[config.mk]
export PLATFORM = sky130hd
export DESIGN_NAME = bcr_regs
export DESIGN_NICKNAME = d
export VERILOG_FILES = /design/src/rtl/bcr_pkg.sv /design/src/rtl/bcr_ramp.sv /design/src/rtl/bcr_regs.sv
export SDC_FILE = /design/constraint.sdc
export NUM_CORES = 1
export LEC_CHECK = 0
export ABC_AREA = 1
export BUFFER_PORTS_ARGS = -buffer_cell sky130_fd_sc_hd__buf_2
export CAP_MARGIN = 10
export CELL_PAD_IN_SITES_DETAIL_PLACEMENT = 0
export CELL_PAD_IN_SITES_GLOBAL_PLACEMENT = 1
export CORE_UTILIZATION = 30
export CTS_CLUSTER_SIZE = 20
export DETAILED_ROUTE_END_ITERATION = 8
export GPL_ROUTABILITY_DRIVEN = 0
export PLACE_DENSITY_LB_ADDON = 0.1
export SETUP_SLACK_MARGIN = 0.5
export SYNTH_ARGS = -nofsm -noshare
export SYNTH_HDL_FRONTEND = slang
export SYNTH_HIERARCHICAL = 1
export SYNTH_SLANG_ARGS = --single-unit
[constraint.sdc]
create_clock -name clock -period 3 [get_ports clock]
set_clock_uncertainty 0.1 [all_clocks]
set_input_delay 0 -clock clock [delete_from_list [all_inputs] [get_ports clock]]
set_output_delay 0 -clock clock [all_outputs]
set_load 0.005 [all_outputs]
[src/rtl/bcr_pkg.sv]
// constants, register map and carriers of the converter control bank
// assumes a serial engine on the same clock that hands over committed byte writes
//
// Notes on behaviour
// - index 0x01 is the roof register; run bit D7 is shared with the floor register.
// - run bit 0 keeps the converter shut down whatever the turn-on pin does.
// - run bit 1 lets the turn-on pin enable (high) or disable (low) the converter.
// - six-bit codes are unsigned linear: minimum voltage plus code times 12.5 mV.
// - roof code is the output target while the level choice pin is high.
// - roof register resets to run 1, free 0, code from the factory default.
// - mode register at 0x02: D7..D6 read zero, others read/write, reset zero.
// - override 00 picks the mode by the level choice pin: roof bit D1 when high, automatic when low.
// - override 10 forces PWM regardless of the level choice pin.
// - override 01 or 11 selects automatic PFM/PWM regardless of the pin.
// - pin high, no override: roof bit D1 0 is forced PWM, 1 automatic.
// - pin low, no override: always automatic; floor bit D0 only stored.
// - register 0x03 D6 set discharges the output while the converter is disabled.
// - output good flag D5 reads 1 while the output is in regulation, the converter is enabled and the ramp has settled.
// - ramp codes 000..110 double the rate from slowest up; 111 applies immediately.
// - floor code at 0x00 is the target while the level choice pin is low.
// - a written byte is committed at the strobe marking its last bit.
// - writes are refused while the turn-on pin is low; run bit 0 does not block.
package bcr_pkg;
	localparam logic [7:0] BCR_IDX_FLOOR = 8'h00;
	localparam logic [7:0] BCR_IDX_ROOF = 8'h01;
	localparam logic [7:0] BCR_IDX_MODE = 8'h02;
	localparam logic [7:0] BCR_IDX_OUT = 8'h03;
	localparam logic [7:0] BCR_RD_UNMAPPED = 8'h00;

	localparam int BCR_CODE_W = 6;
	localparam int BCR_RUN_POS = 7;
	localparam int BCR_FREE_POS = 6;
	localparam int BCR_MODE_W = 6;
	localparam int BCR_OVR_LSB = 2;
	localparam int BCR_ROOF_BEH_POS = 1;
	localparam int BCR_FLOOR_BEH_POS = 0;
	localparam int BCR_DISCH_POS = 6;
	localparam int BCR_GOOD_POS = 5;
	localparam int BCR_RAMP_LSB = 0;
	localparam int BCR_RAMP_W = 3;

	localparam logic [1:0] BCR_OVR_NONE = 2'h0;
	localparam logic [1:0] BCR_OVR_PWM = 2'h2;
	localparam logic [1:0] BCR_RSVD_RD = 2'h0;
	localparam logic [2:0] BCR_RAMP_NOW = 3'h7;

	localparam logic BCR_RUN_RST = 1'b1;
	localparam logic BCR_FREE_RST = 1'b0;
	localparam logic [5:0] BCR_MODE_RST = 6'h00;
	localparam logic [7:0] BCR_OUT_RST = 8'h47;

	// slowest ramp: one 12.5 mV step at 0.15 mV/us
	localparam int BCR_STEP_UV = 12500;
	localparam int BCR_SLOW_RATE_UV_US = 150;
	localparam int BCR_CLK_MHZ = 250;
	localparam int BCR_SLOW_CYC = BCR_STEP_UV * BCR_CLK_MHZ / BCR_SLOW_RATE_UV_US;

	typedef struct packed {
		logic stb;
		logic [7:0] idx;
		logic [7:0] data;
	} bcr_wr_t;

	typedef struct packed {
		logic conv_en;
		logic forced_pwm;
		logic discharge;
	} bcr_ctl_t;

	typedef struct packed {
		logic en_s1;
		logic en_s2;
		logic lvl_s1;
		logic lvl_s2;
		logic good_s1;
		logic good_s2;
		logic run;
		logic [6:0] floor_r;
		logic [6:0] roof_r;
		logic [5:0] mode_r;
		logic [7:0] out_r;
		logic [7:0] rdata;
		bcr_ctl_t ctl;
	} bcr_core_t;
endpackage : bcr_pkg

[src/rtl/bcr_ramp.sv]
// output code stepper: walks the applied code toward the target
// assumes target and rate code come from flops on the same clock
`timescale 1ns/1ps
`default_nettype none
module bcr_ramp #(
	parameter int SLOW_CYC = bcr_pkg::BCR_SLOW_CYC,
	parameter logic [5:0] RST_CODE = 6'h00
) (
	// clock and reset
	input wire logic clock,
	input wire logic rst,
	// target and rate
	input wire logic [5:0] target,
	input wire logic [2:0] slew,
	// applied code
	output logic [5:0] code,
	output logic settled
);
	import bcr_pkg::*;

	localparam int CW = $clog2(SLOW_CYC + 1);

	typedef struct packed {
		logic [CW-1:0] cnt;
		logic [5:0] code;
	} bcr_ramp_st_t;

	bcr_ramp_st_t st_r;
	bcr_ramp_st_t st_nxt;

	// the fastest rate still needs at least one cycle per step
	if (SLOW_CYC < 64) begin : g_bad_slow
		$error("bcr_ramp: SLOW_CYC must be at least 64");
	end

	always_comb begin
		logic [CW-1:0] lim;
		lim = CW'(SLOW_CYC >> slew);
		st_nxt = st_r;
		if (st_r.code == target) begin
			st_nxt.cnt = '0;
		end else if (slew == BCR_RAMP_NOW) begin
			st_nxt.code = target;
			st_nxt.cnt = '0;
		end else if (st_r.cnt >= lim - 1'b1) begin
			// one lsb per interval, interval halves per rate code
			st_nxt.cnt = '0;
			st_nxt.code = (st_r.code < target) ? st_r.code + 1'b1 : st_r.code - 1'b1;
		end else begin
			st_nxt.cnt = st_r.cnt + 1'b1;
		end
	end

	always_ff @(posedge clock or posedge rst) begin
		if (rst) begin
			st_r <= '{cnt: '0, code: RST_CODE};
		end else begin
			st_r <= st_nxt;
		end
	end

	assign code = st_r.code;
	assign settled = (st_r.code == target);
endmodule : bcr_ramp
`default_nettype wire

[src/rtl/bcr_regs.sv]
// control register bank of the step-down converter with mode and ramp logic
// assumes the serial engine strobes wr once per committed data byte, same clock
`timescale 1ns/1ps
`default_nettype none
module bcr_regs #(
	parameter logic [5:0] DEF_CODE = 6'h20,
	parameter int RAMP_SLOW_CYC = bcr_pkg::BCR_SLOW_CYC
) (
	// clock and reset
	input wire logic clock,
	input wire logic rst,
	// register port from the serial engine
	input wire bcr_pkg::bcr_wr_t wr,
	input wire logic [7:0] rd_idx,
	output logic [7:0] rd_data,
	// device pins and analog status
	input wire logic turn_on_pin,
	input wire logic level_choice_pin,
	input wire logic out_in_reg,
	// converter controls
	output bcr_pkg::bcr_ctl_t ctl,
	output logic [5:0] vout_code
);
	import bcr_pkg::*;

	// reset image: run 1, free 0, both codes at the factory default
	localparam bcr_core_t ST_RST = '{
		run: BCR_RUN_RST,
		floor_r: {BCR_FREE_RST, DEF_CODE},
		roof_r: {BCR_FREE_RST, DEF_CODE},
		mode_r: BCR_MODE_RST,
		out_r: BCR_OUT_RST,
		default: '0
	};

	if (RAMP_SLOW_CYC < 64) begin : g_bad_ramp
		$error("bcr_regs: RAMP_SLOW_CYC must be at least 64");
	end

	bcr_core_t st_r;
	bcr_core_t st_nxt;
	logic [5:0] target;
	logic [2:0] slew;
	logic settled;

	// target follows the synchronised pin the cycle it changes
	assign target = st_r.lvl_s2 ? st_r.roof_r[BCR_CODE_W-1:0]
		: st_r.floor_r[BCR_CODE_W-1:0];
	assign slew = st_r.out_r[BCR_RAMP_LSB +: BCR_RAMP_W];

	// codes pass unsigned and unscaled; the analog side adds the offset
	bcr_ramp #(
		.SLOW_CYC(RAMP_SLOW_CYC),
		.RST_CODE(DEF_CODE)
	) u_ramp (
		.clock(clock),
		.rst(rst),
		.target(target),
		.slew(slew),
		.code(vout_code),
		.settled(settled)
	);

	always_comb begin
		logic [1:0] ovr;
		logic pwm;
		logic run_on;
		ovr = 2'h0;
		pwm = 1'b0;
		run_on = 1'b0;
		st_nxt = st_r;

		// pins come from outside the clock domain
		st_nxt.en_s1 = turn_on_pin;
		st_nxt.en_s2 = st_r.en_s1;
		st_nxt.lvl_s1 = level_choice_pin;
		st_nxt.lvl_s2 = st_r.lvl_s1;
		st_nxt.good_s1 = out_in_reg;
		st_nxt.good_s2 = st_r.good_s1;

		// grounded turn-on pin blocks updates; run bit 0 does not
		if (wr.stb && st_r.en_s2) begin
			case (wr.idx)
				BCR_IDX_FLOOR: begin
					st_nxt.run = wr.data[BCR_RUN_POS];
					st_nxt.floor_r = wr.data[BCR_FREE_POS:0];
				end
				BCR_IDX_ROOF: begin
					st_nxt.run = wr.data[BCR_RUN_POS];
					st_nxt.roof_r = wr.data[BCR_FREE_POS:0];
				end
				BCR_IDX_MODE: begin
					st_nxt.mode_r = wr.data[BCR_MODE_W-1:0];
				end
				BCR_IDX_OUT: begin
					st_nxt.out_r = wr.data;
				end
				default: begin
				end
			endcase
		end

		// enable gate: run bit masks the pin
		run_on = st_r.run && st_r.en_s2;
		st_nxt.ctl.conv_en = run_on;

		// mode selection, override first
		ovr = st_r.mode_r[BCR_OVR_LSB +: 2];
		case (ovr)
			BCR_OVR_NONE: begin
				// floor behavior bit is kept but never consulted
				pwm = st_r.lvl_s2 && !st_r.mode_r[BCR_ROOF_BEH_POS];
			end
			BCR_OVR_PWM: begin
				pwm = 1'b1;
			end
			default: begin
				pwm = 1'b0;
			end
		endcase
		st_nxt.ctl.forced_pwm = pwm;

		// discharge only while the converter is off
		st_nxt.ctl.discharge = st_r.out_r[BCR_DISCH_POS] && !run_on;

		// status bit is owned by hardware, so a write to it never sticks
		st_nxt.out_r[BCR_GOOD_POS] = st_r.good_s2 && st_r.ctl.conv_en && settled;

		// read port, one cycle behind the index
		case (rd_idx)
			BCR_IDX_FLOOR: st_nxt.rdata = {st_r.run, st_r.floor_r};
			BCR_IDX_ROOF: st_nxt.rdata = {st_r.run, st_r.roof_r};
			BCR_IDX_MODE: st_nxt.rdata = {BCR_RSVD_RD, st_r.mode_r};
			BCR_IDX_OUT: st_nxt.rdata = st_r.out_r;
			default: st_nxt.rdata = BCR_RD_UNMAPPED;
		endcase
	end

	always_ff @(posedge clock or posedge rst) begin
		if (rst) begin
			st_r <= ST_RST;
		end else begin
			st_r <= st_nxt;
		end
	end

	assign rd_data = st_r.rdata;
	assign ctl = st_r.ctl;
endmodule : bcr_regs
`default_nettype wire

# Word level (Yosys, flattened, before mapping)
# Cells that the tools add are included.
# Widths: inputs -> output; s select.
# totals
elab_cells	62
ff_bits	67
output_inout_bits	17
# classes
eq_ne	9
order_cmp	2
bitwise	1
mux	8
addsub	4
shift	1
reduce_logical	19
# op_table
cell	n
$eq 8x2->1 const B	4
$pmux 8 s4	1
$mux 15	2
$mux 21	1
$mux 6	3
$eq 8x1->1 const B	2
$logic_not 8->1	2
$add 15x1->15 const B	1
$ge 15x15->1	1
$shr 15x3->15 const A	1
$sub 15x1->15 const B	1
$reduce_and 2->1	6
$add 6x1->6 const B	1
$eq 6x6->1	1
$logic_and 1x1->1	6
$lt 6x6->1	1
$sub 6x1->6 const B	1
$eq 3x3->1 const B	1
$eq 2x2->1 const B	1
$logic_not 1->1	2
$logic_not 2->1	1
$pmux 1 s2	1
$reduce_bool 2->1	1
$reduce_or 2->1	1
$not 1->1	1

# Depth between registers and ports, before layout
# logic_depth
word_depth	6
mapped_depth	20
mapped_depth_nobuf	20

# By module
# The synthesis kept the hierarchy.
# by_module_without_submodules
module	area_each_um2	n_inst	cells_per_inst	seq_area_each_um2
bcr_regs	2316.0	1	265	1159.9
bcr_ramp	2168.3	1	303	526.8

# Worst setup path before layout
# OpenSTA, ideal clock, no wires.
# synth_timing
path_kind	register -> register
start	register st_r (netlist bit slew[0])
end	register u_ramp/st_r[14] (netlist bit)
t_required_ps	2831
synth_period_minus_slack_ps	2804
stages_incl_launch_ff	19
t_arrival_ps	2635
path_buffers	1
slack_ps	196
path_cell_list	dfstp_2 inv_1 ha_1 o21ai_0 nand2_1 nor2_2 nand2_1 xor2_1 ha_1 nand2_1 nand2_1 a21oi_2 nand2_1 nand2_1 nand3_2 nor2_4 nand2_2 buf_6 nor2_2
# synth_lines
item	line_no	text
start: declaration	bcr_regs.sv:40	bcr_core_t st_r;
start signal: assignment	bcr_regs.sv:143	st_r <= st_nxt;
end signal: assignment	bcr_ramp.sv:56	st_r <= '{cnt: '0, code: RST_CODE};
end signal: assignment	bcr_ramp.sv:58	st_r <= st_nxt;
end: declaration	bcr_ramp.sv:28	bcr_ramp_st_t st_r;

# Final worst setup path
# layout_timing
start	register st_r (netlist bit slew[0])
end	register u_ramp.st_r (netlist bit u_ramp/code[4])
# layout_between
elab_chain_cells	5
# layout_lines
item	line_no	text
$shr 15x3->15	bcr_ramp.sv:38	lim = CW'(SLOW_CYC >> slew);
$sub 15x1->15	bcr_ramp.sv:45	end else if (st_r.cnt >= lim - 1'b1) begin
$ge 15x15->1	bcr_ramp.sv:45	
$reduce_bool 2->1 (no source line)	-	
$reduce_and 2->1 (no source line)	-	
# Parallel ways exist; a longest one is shown, timed or not.
# A chain may end at the register's enable or synchronous reset.

==> results by group <==
Status
  – Result of the run: complete, no violations

STA
  – FMAX: 350.3 MHz
  – Max Slew Vio Count: 0
  – Least-Margin Pin Slew: 986.9 ps
  – Crit share post-route: 0.9516
  – Setup violation total in the final timing report: 0
  – Hold Slack: 39.20 ps
  – Shortest clock period the worst path allows after layout: 2855 ps
  – Relative max-transition margin: 0.3411
  – Count of final hold-check violations: 0
  – Unrepaired setup endpoints after global routing: true
  – Setup slack of the critical path after layout: 145.3 ps

Worst setup path
  – Startpoint types: flip-flop
  – Worst Setup End Kind: flip-flop
  – Maximum fanout encountered on the critical timing path: 5
  – Critical Path Max Stage Delay: 550 ps
  – Required time of the worst setup path: 3130 ps
  – Setup Crit Path Kind: reg2reg
  – Critical-path top delay cell: dfstp_2
  – Worst EP arrival: 2980 ps
  – List of cells traversed by the critical path: inv_4 > ha_4 > inv_2 > o21ai_1 > inv_1 > o21ai_2 > nor2_2 > nand2_1 > xor2_1 > ha_1 > nand2_1 > nand2_1 > a21oi_2 > nand2_1 > nand2_1 > nand4_1 > buf_6 > nand2_8 > inv_6 > nand2_1 > nand2_1
  – Most frequent cell on the critical path: nand2_1

Floorplanning
  – Horizontal die dimension: 124.3 µm
  – Die extent in y: 124.3 µm
  – FP Rows: 44
  – Initial Utilization: 0.3085
  – Placeable core region: 0.01453 mm²
  – Total Die Area: 0.01544 mm²
  – Io pins: 47

Synthesis
  – Warnings from Yosys: 6
  – Post-Syn Nets: 630
  – Synthesis-stage register bit count: 67
  – Number of library cell types mapped by synthesis: 39
  – Portion of the post-synthesis area used by sequential elements: 0.3761
  – Gate count after technology mapping: 568
  – Primary flip-flop cell chosen by synthesis mapping: dfrtp_1
  – Number of enable-type register cells in the synthesized netlist: 0
  – Combined area of all synthesized cells: 0.004484 mm²
  – Asr flop ratio synth: 1.000
  – Avg Cell Area, Syn: 7.895 µm²

Place
  – Placed cell count: 779
  – Port Buf Inserts: 46
  – Pre-CTS WS: -56.70 ps
  – Placed inst area: 0.004828 mm²
  – Dpl hpwl: 8589 µm

Route
  – Count of vias placed by the detailed router: 3783
  – Detail-routed net length per standard cell: 14.17 µm
  – Residual antenna-violating net count after detailed routing: 0
  – First-pass iteration count of the detailed router: 4
  – Drt drc: 0
  – Total routed wirelength: 11690 µm
  – Number of DRC markers in iteration 0: 175
  – Vias per std cell: 4.585

Layout
  – Share of post-route cells with drive strength above 1: 0.2683
  – Area Overhead vs Synth: 23.44%
  – Post-layout instance area: 0.005535 mm²
  – Number of nets in the final layout: 698
  – Final std cells w/o fill: 825
  – N_diodes: 0

Power
  – Total power divided by cell area: 419.8 mW/mm²
  – Worst vdd rail ir drop: 0.2536 mV
  – Pleak: 2.914 nW
  – Final Power: 2.324 mW

CTS
  – Clock slew at the register clock pins of the worst setup and hold paths: 60 ps
  – Number of H-tree branching levels: 3
  – Number of buffers inserted during clock tree synthesis: 9
  – Clock Sink Count: 67
  – CTS Buffer Depth: 2
  – Clock tree from TritonCTS: yes
  – Library cell used as clock root buffer: clkbuf_16
  – Latest clock arrival within the worst-skew pair: 340 ps

Global route
  – GRT Total Usage: 0.1648
  – Number of global-route vias before repair: 3812
  – Initial antenna violation count: 0
  – Maximum number of pins on one net before global-route repair: 47
  – Remaining global-route overflow: 0
  – Global-route wire length before repair: 20070 µm

Job
  – Max-capacitance violation count: 0

Worst hold path
  – Hold crit path type: in2reg
-- kinds of logic (layout without fill, tap and decap cells) --
family,Yosys count,in the layout,share of synthesized area
AOI/OAI and AO/OA,33,33,0.04102
xor gates and xnor gates,13,13,0.02539
adders and majority gates,32,32,0.09096
buffers and inverters,92,164,0.09654
DFF,67,67,0.3761
muxes,6,6,0.01507
and+or+nand+nor,325,326,0.3549
-- cell type report --
class	count	area, µm²
flip-flops and latches	67	1688
clock buffers	9	225.2
multi-input cells	410	2509
fillers	1563	8999
repair buffers	80	534.3
well taps	184	230.2
inverters	68	265.3
clock inverters	7	83.83
-- cell usage after synthesis (4+ instances only) --
cell	number	area (µm²)
nand2_1	182	683.2
nand3_1	64	320.3
dfrtp_1	59	1476
inv_1	57	214.0
ha_1	31	387.9
nor2_1	20	75.07
nor2_2	19	118.9
buf_4	17	127.6
o21ai_0	14	70.07
a21oi_1	10	50.05
xor2_1	10	87.58
inv_2	9	33.78
dfstp_2	8	210.2
nand4_1	7	43.79
nor3_1	7	35.03
mux2_2	6	67.56
buf_2	5	25.02
nand2_2	5	31.28
nor2_8	5	100.1
nand2_4	4	45.04
-- metal layers --
metal / vias to the layer above / routed length [µm] / GRT usage
met3: 17 / 528 / 0.02792
li1: 1950 / - / -
met1: 1736 / 5890 / 0.2410
met5: - / 0 / 0
met2: 80 / 5040 / 0.2415
met4: 0 / 230 / 0.06024
-- timing repair --
item	4_1_cts	5_1_grt
resized for setup	17	12
endpoints found under the setup margin	21	22
gates cloned	1	0
endpoints found under the hold margin	90	0
pin swaps	8	3
hold buffers	18	0
buffers inserted	11	0
-- through the flow --
stage                     TNS [ps]    util
after floorplan                  0       -
after global placement      -39.40  0.3322
after detailed placement    -58.09  0.3322
after CTS                        0  0.3780
after global routing        -976.7  0.3809
final                            0  0.3809
-- state kept, by name, indices dropped and copies added (netlist names) --
name	cells
ctl	3
u_ramp/code	6
rd_data	8
st_nxt	3
u_ramp/st_r	15
slew	3
st_r	29
-- path summary, 6_finish.rpt --
path / depth (start not counted) / slack [ps] / from / end
max in group asynchronous: 3 / 1790 / rst / st_r[42]
min in group asynchronous: 3 / 300 / rst / u_ramp/code[3]
worst max-delay path: 21 / 150 / slew[0] / u_ramp/code[4]
worst max register to register: 21 / 150 / slew[0] / u_ramp/code[4]
worst min register to register: 0 / 250 / st_nxt[40] / st_r[40]
worst min-delay path: 6 / 40 / rd_idx[2] / rd_data[7]
-- report_power, final --
| group | internal [mW] | switching, mW |
|---|---|---|
| clock network | 0.658 | 0.441 |
| logic | 0.111 | 0.175 |
| registers | 0.925 | 0.0141 |
| total | 1.69 | 0.630 |
-- worst max-delay path: cells and delay by family (launching register included) --
family                     cells  cell delay [ps]
and+or+nand+nor               10              770
adders and majority gates      2              560
DFF                            1              550
buffers and inverters          5              400
AOI/OAI and AO/OA              3              220
xor gates and xnor gates       1              150
-- cells in the final DEF (no fill, tap or decap), types with 9 or more instances in the layout --
cell type	instances
dlygate4sd3_1	18
dfrtp_1	58
inv_2	11
ha_1	25
o21ai_0	12
nand2_2	9
a21oi_1	9
xor2_1	10
inv_1	53
buf_2	46
buf_4	15
clkbuf_16	9
nand2_1	176
nor2_2	21
nand3_1	62
nor2_1	18
(Power assumes the default switching activity.)
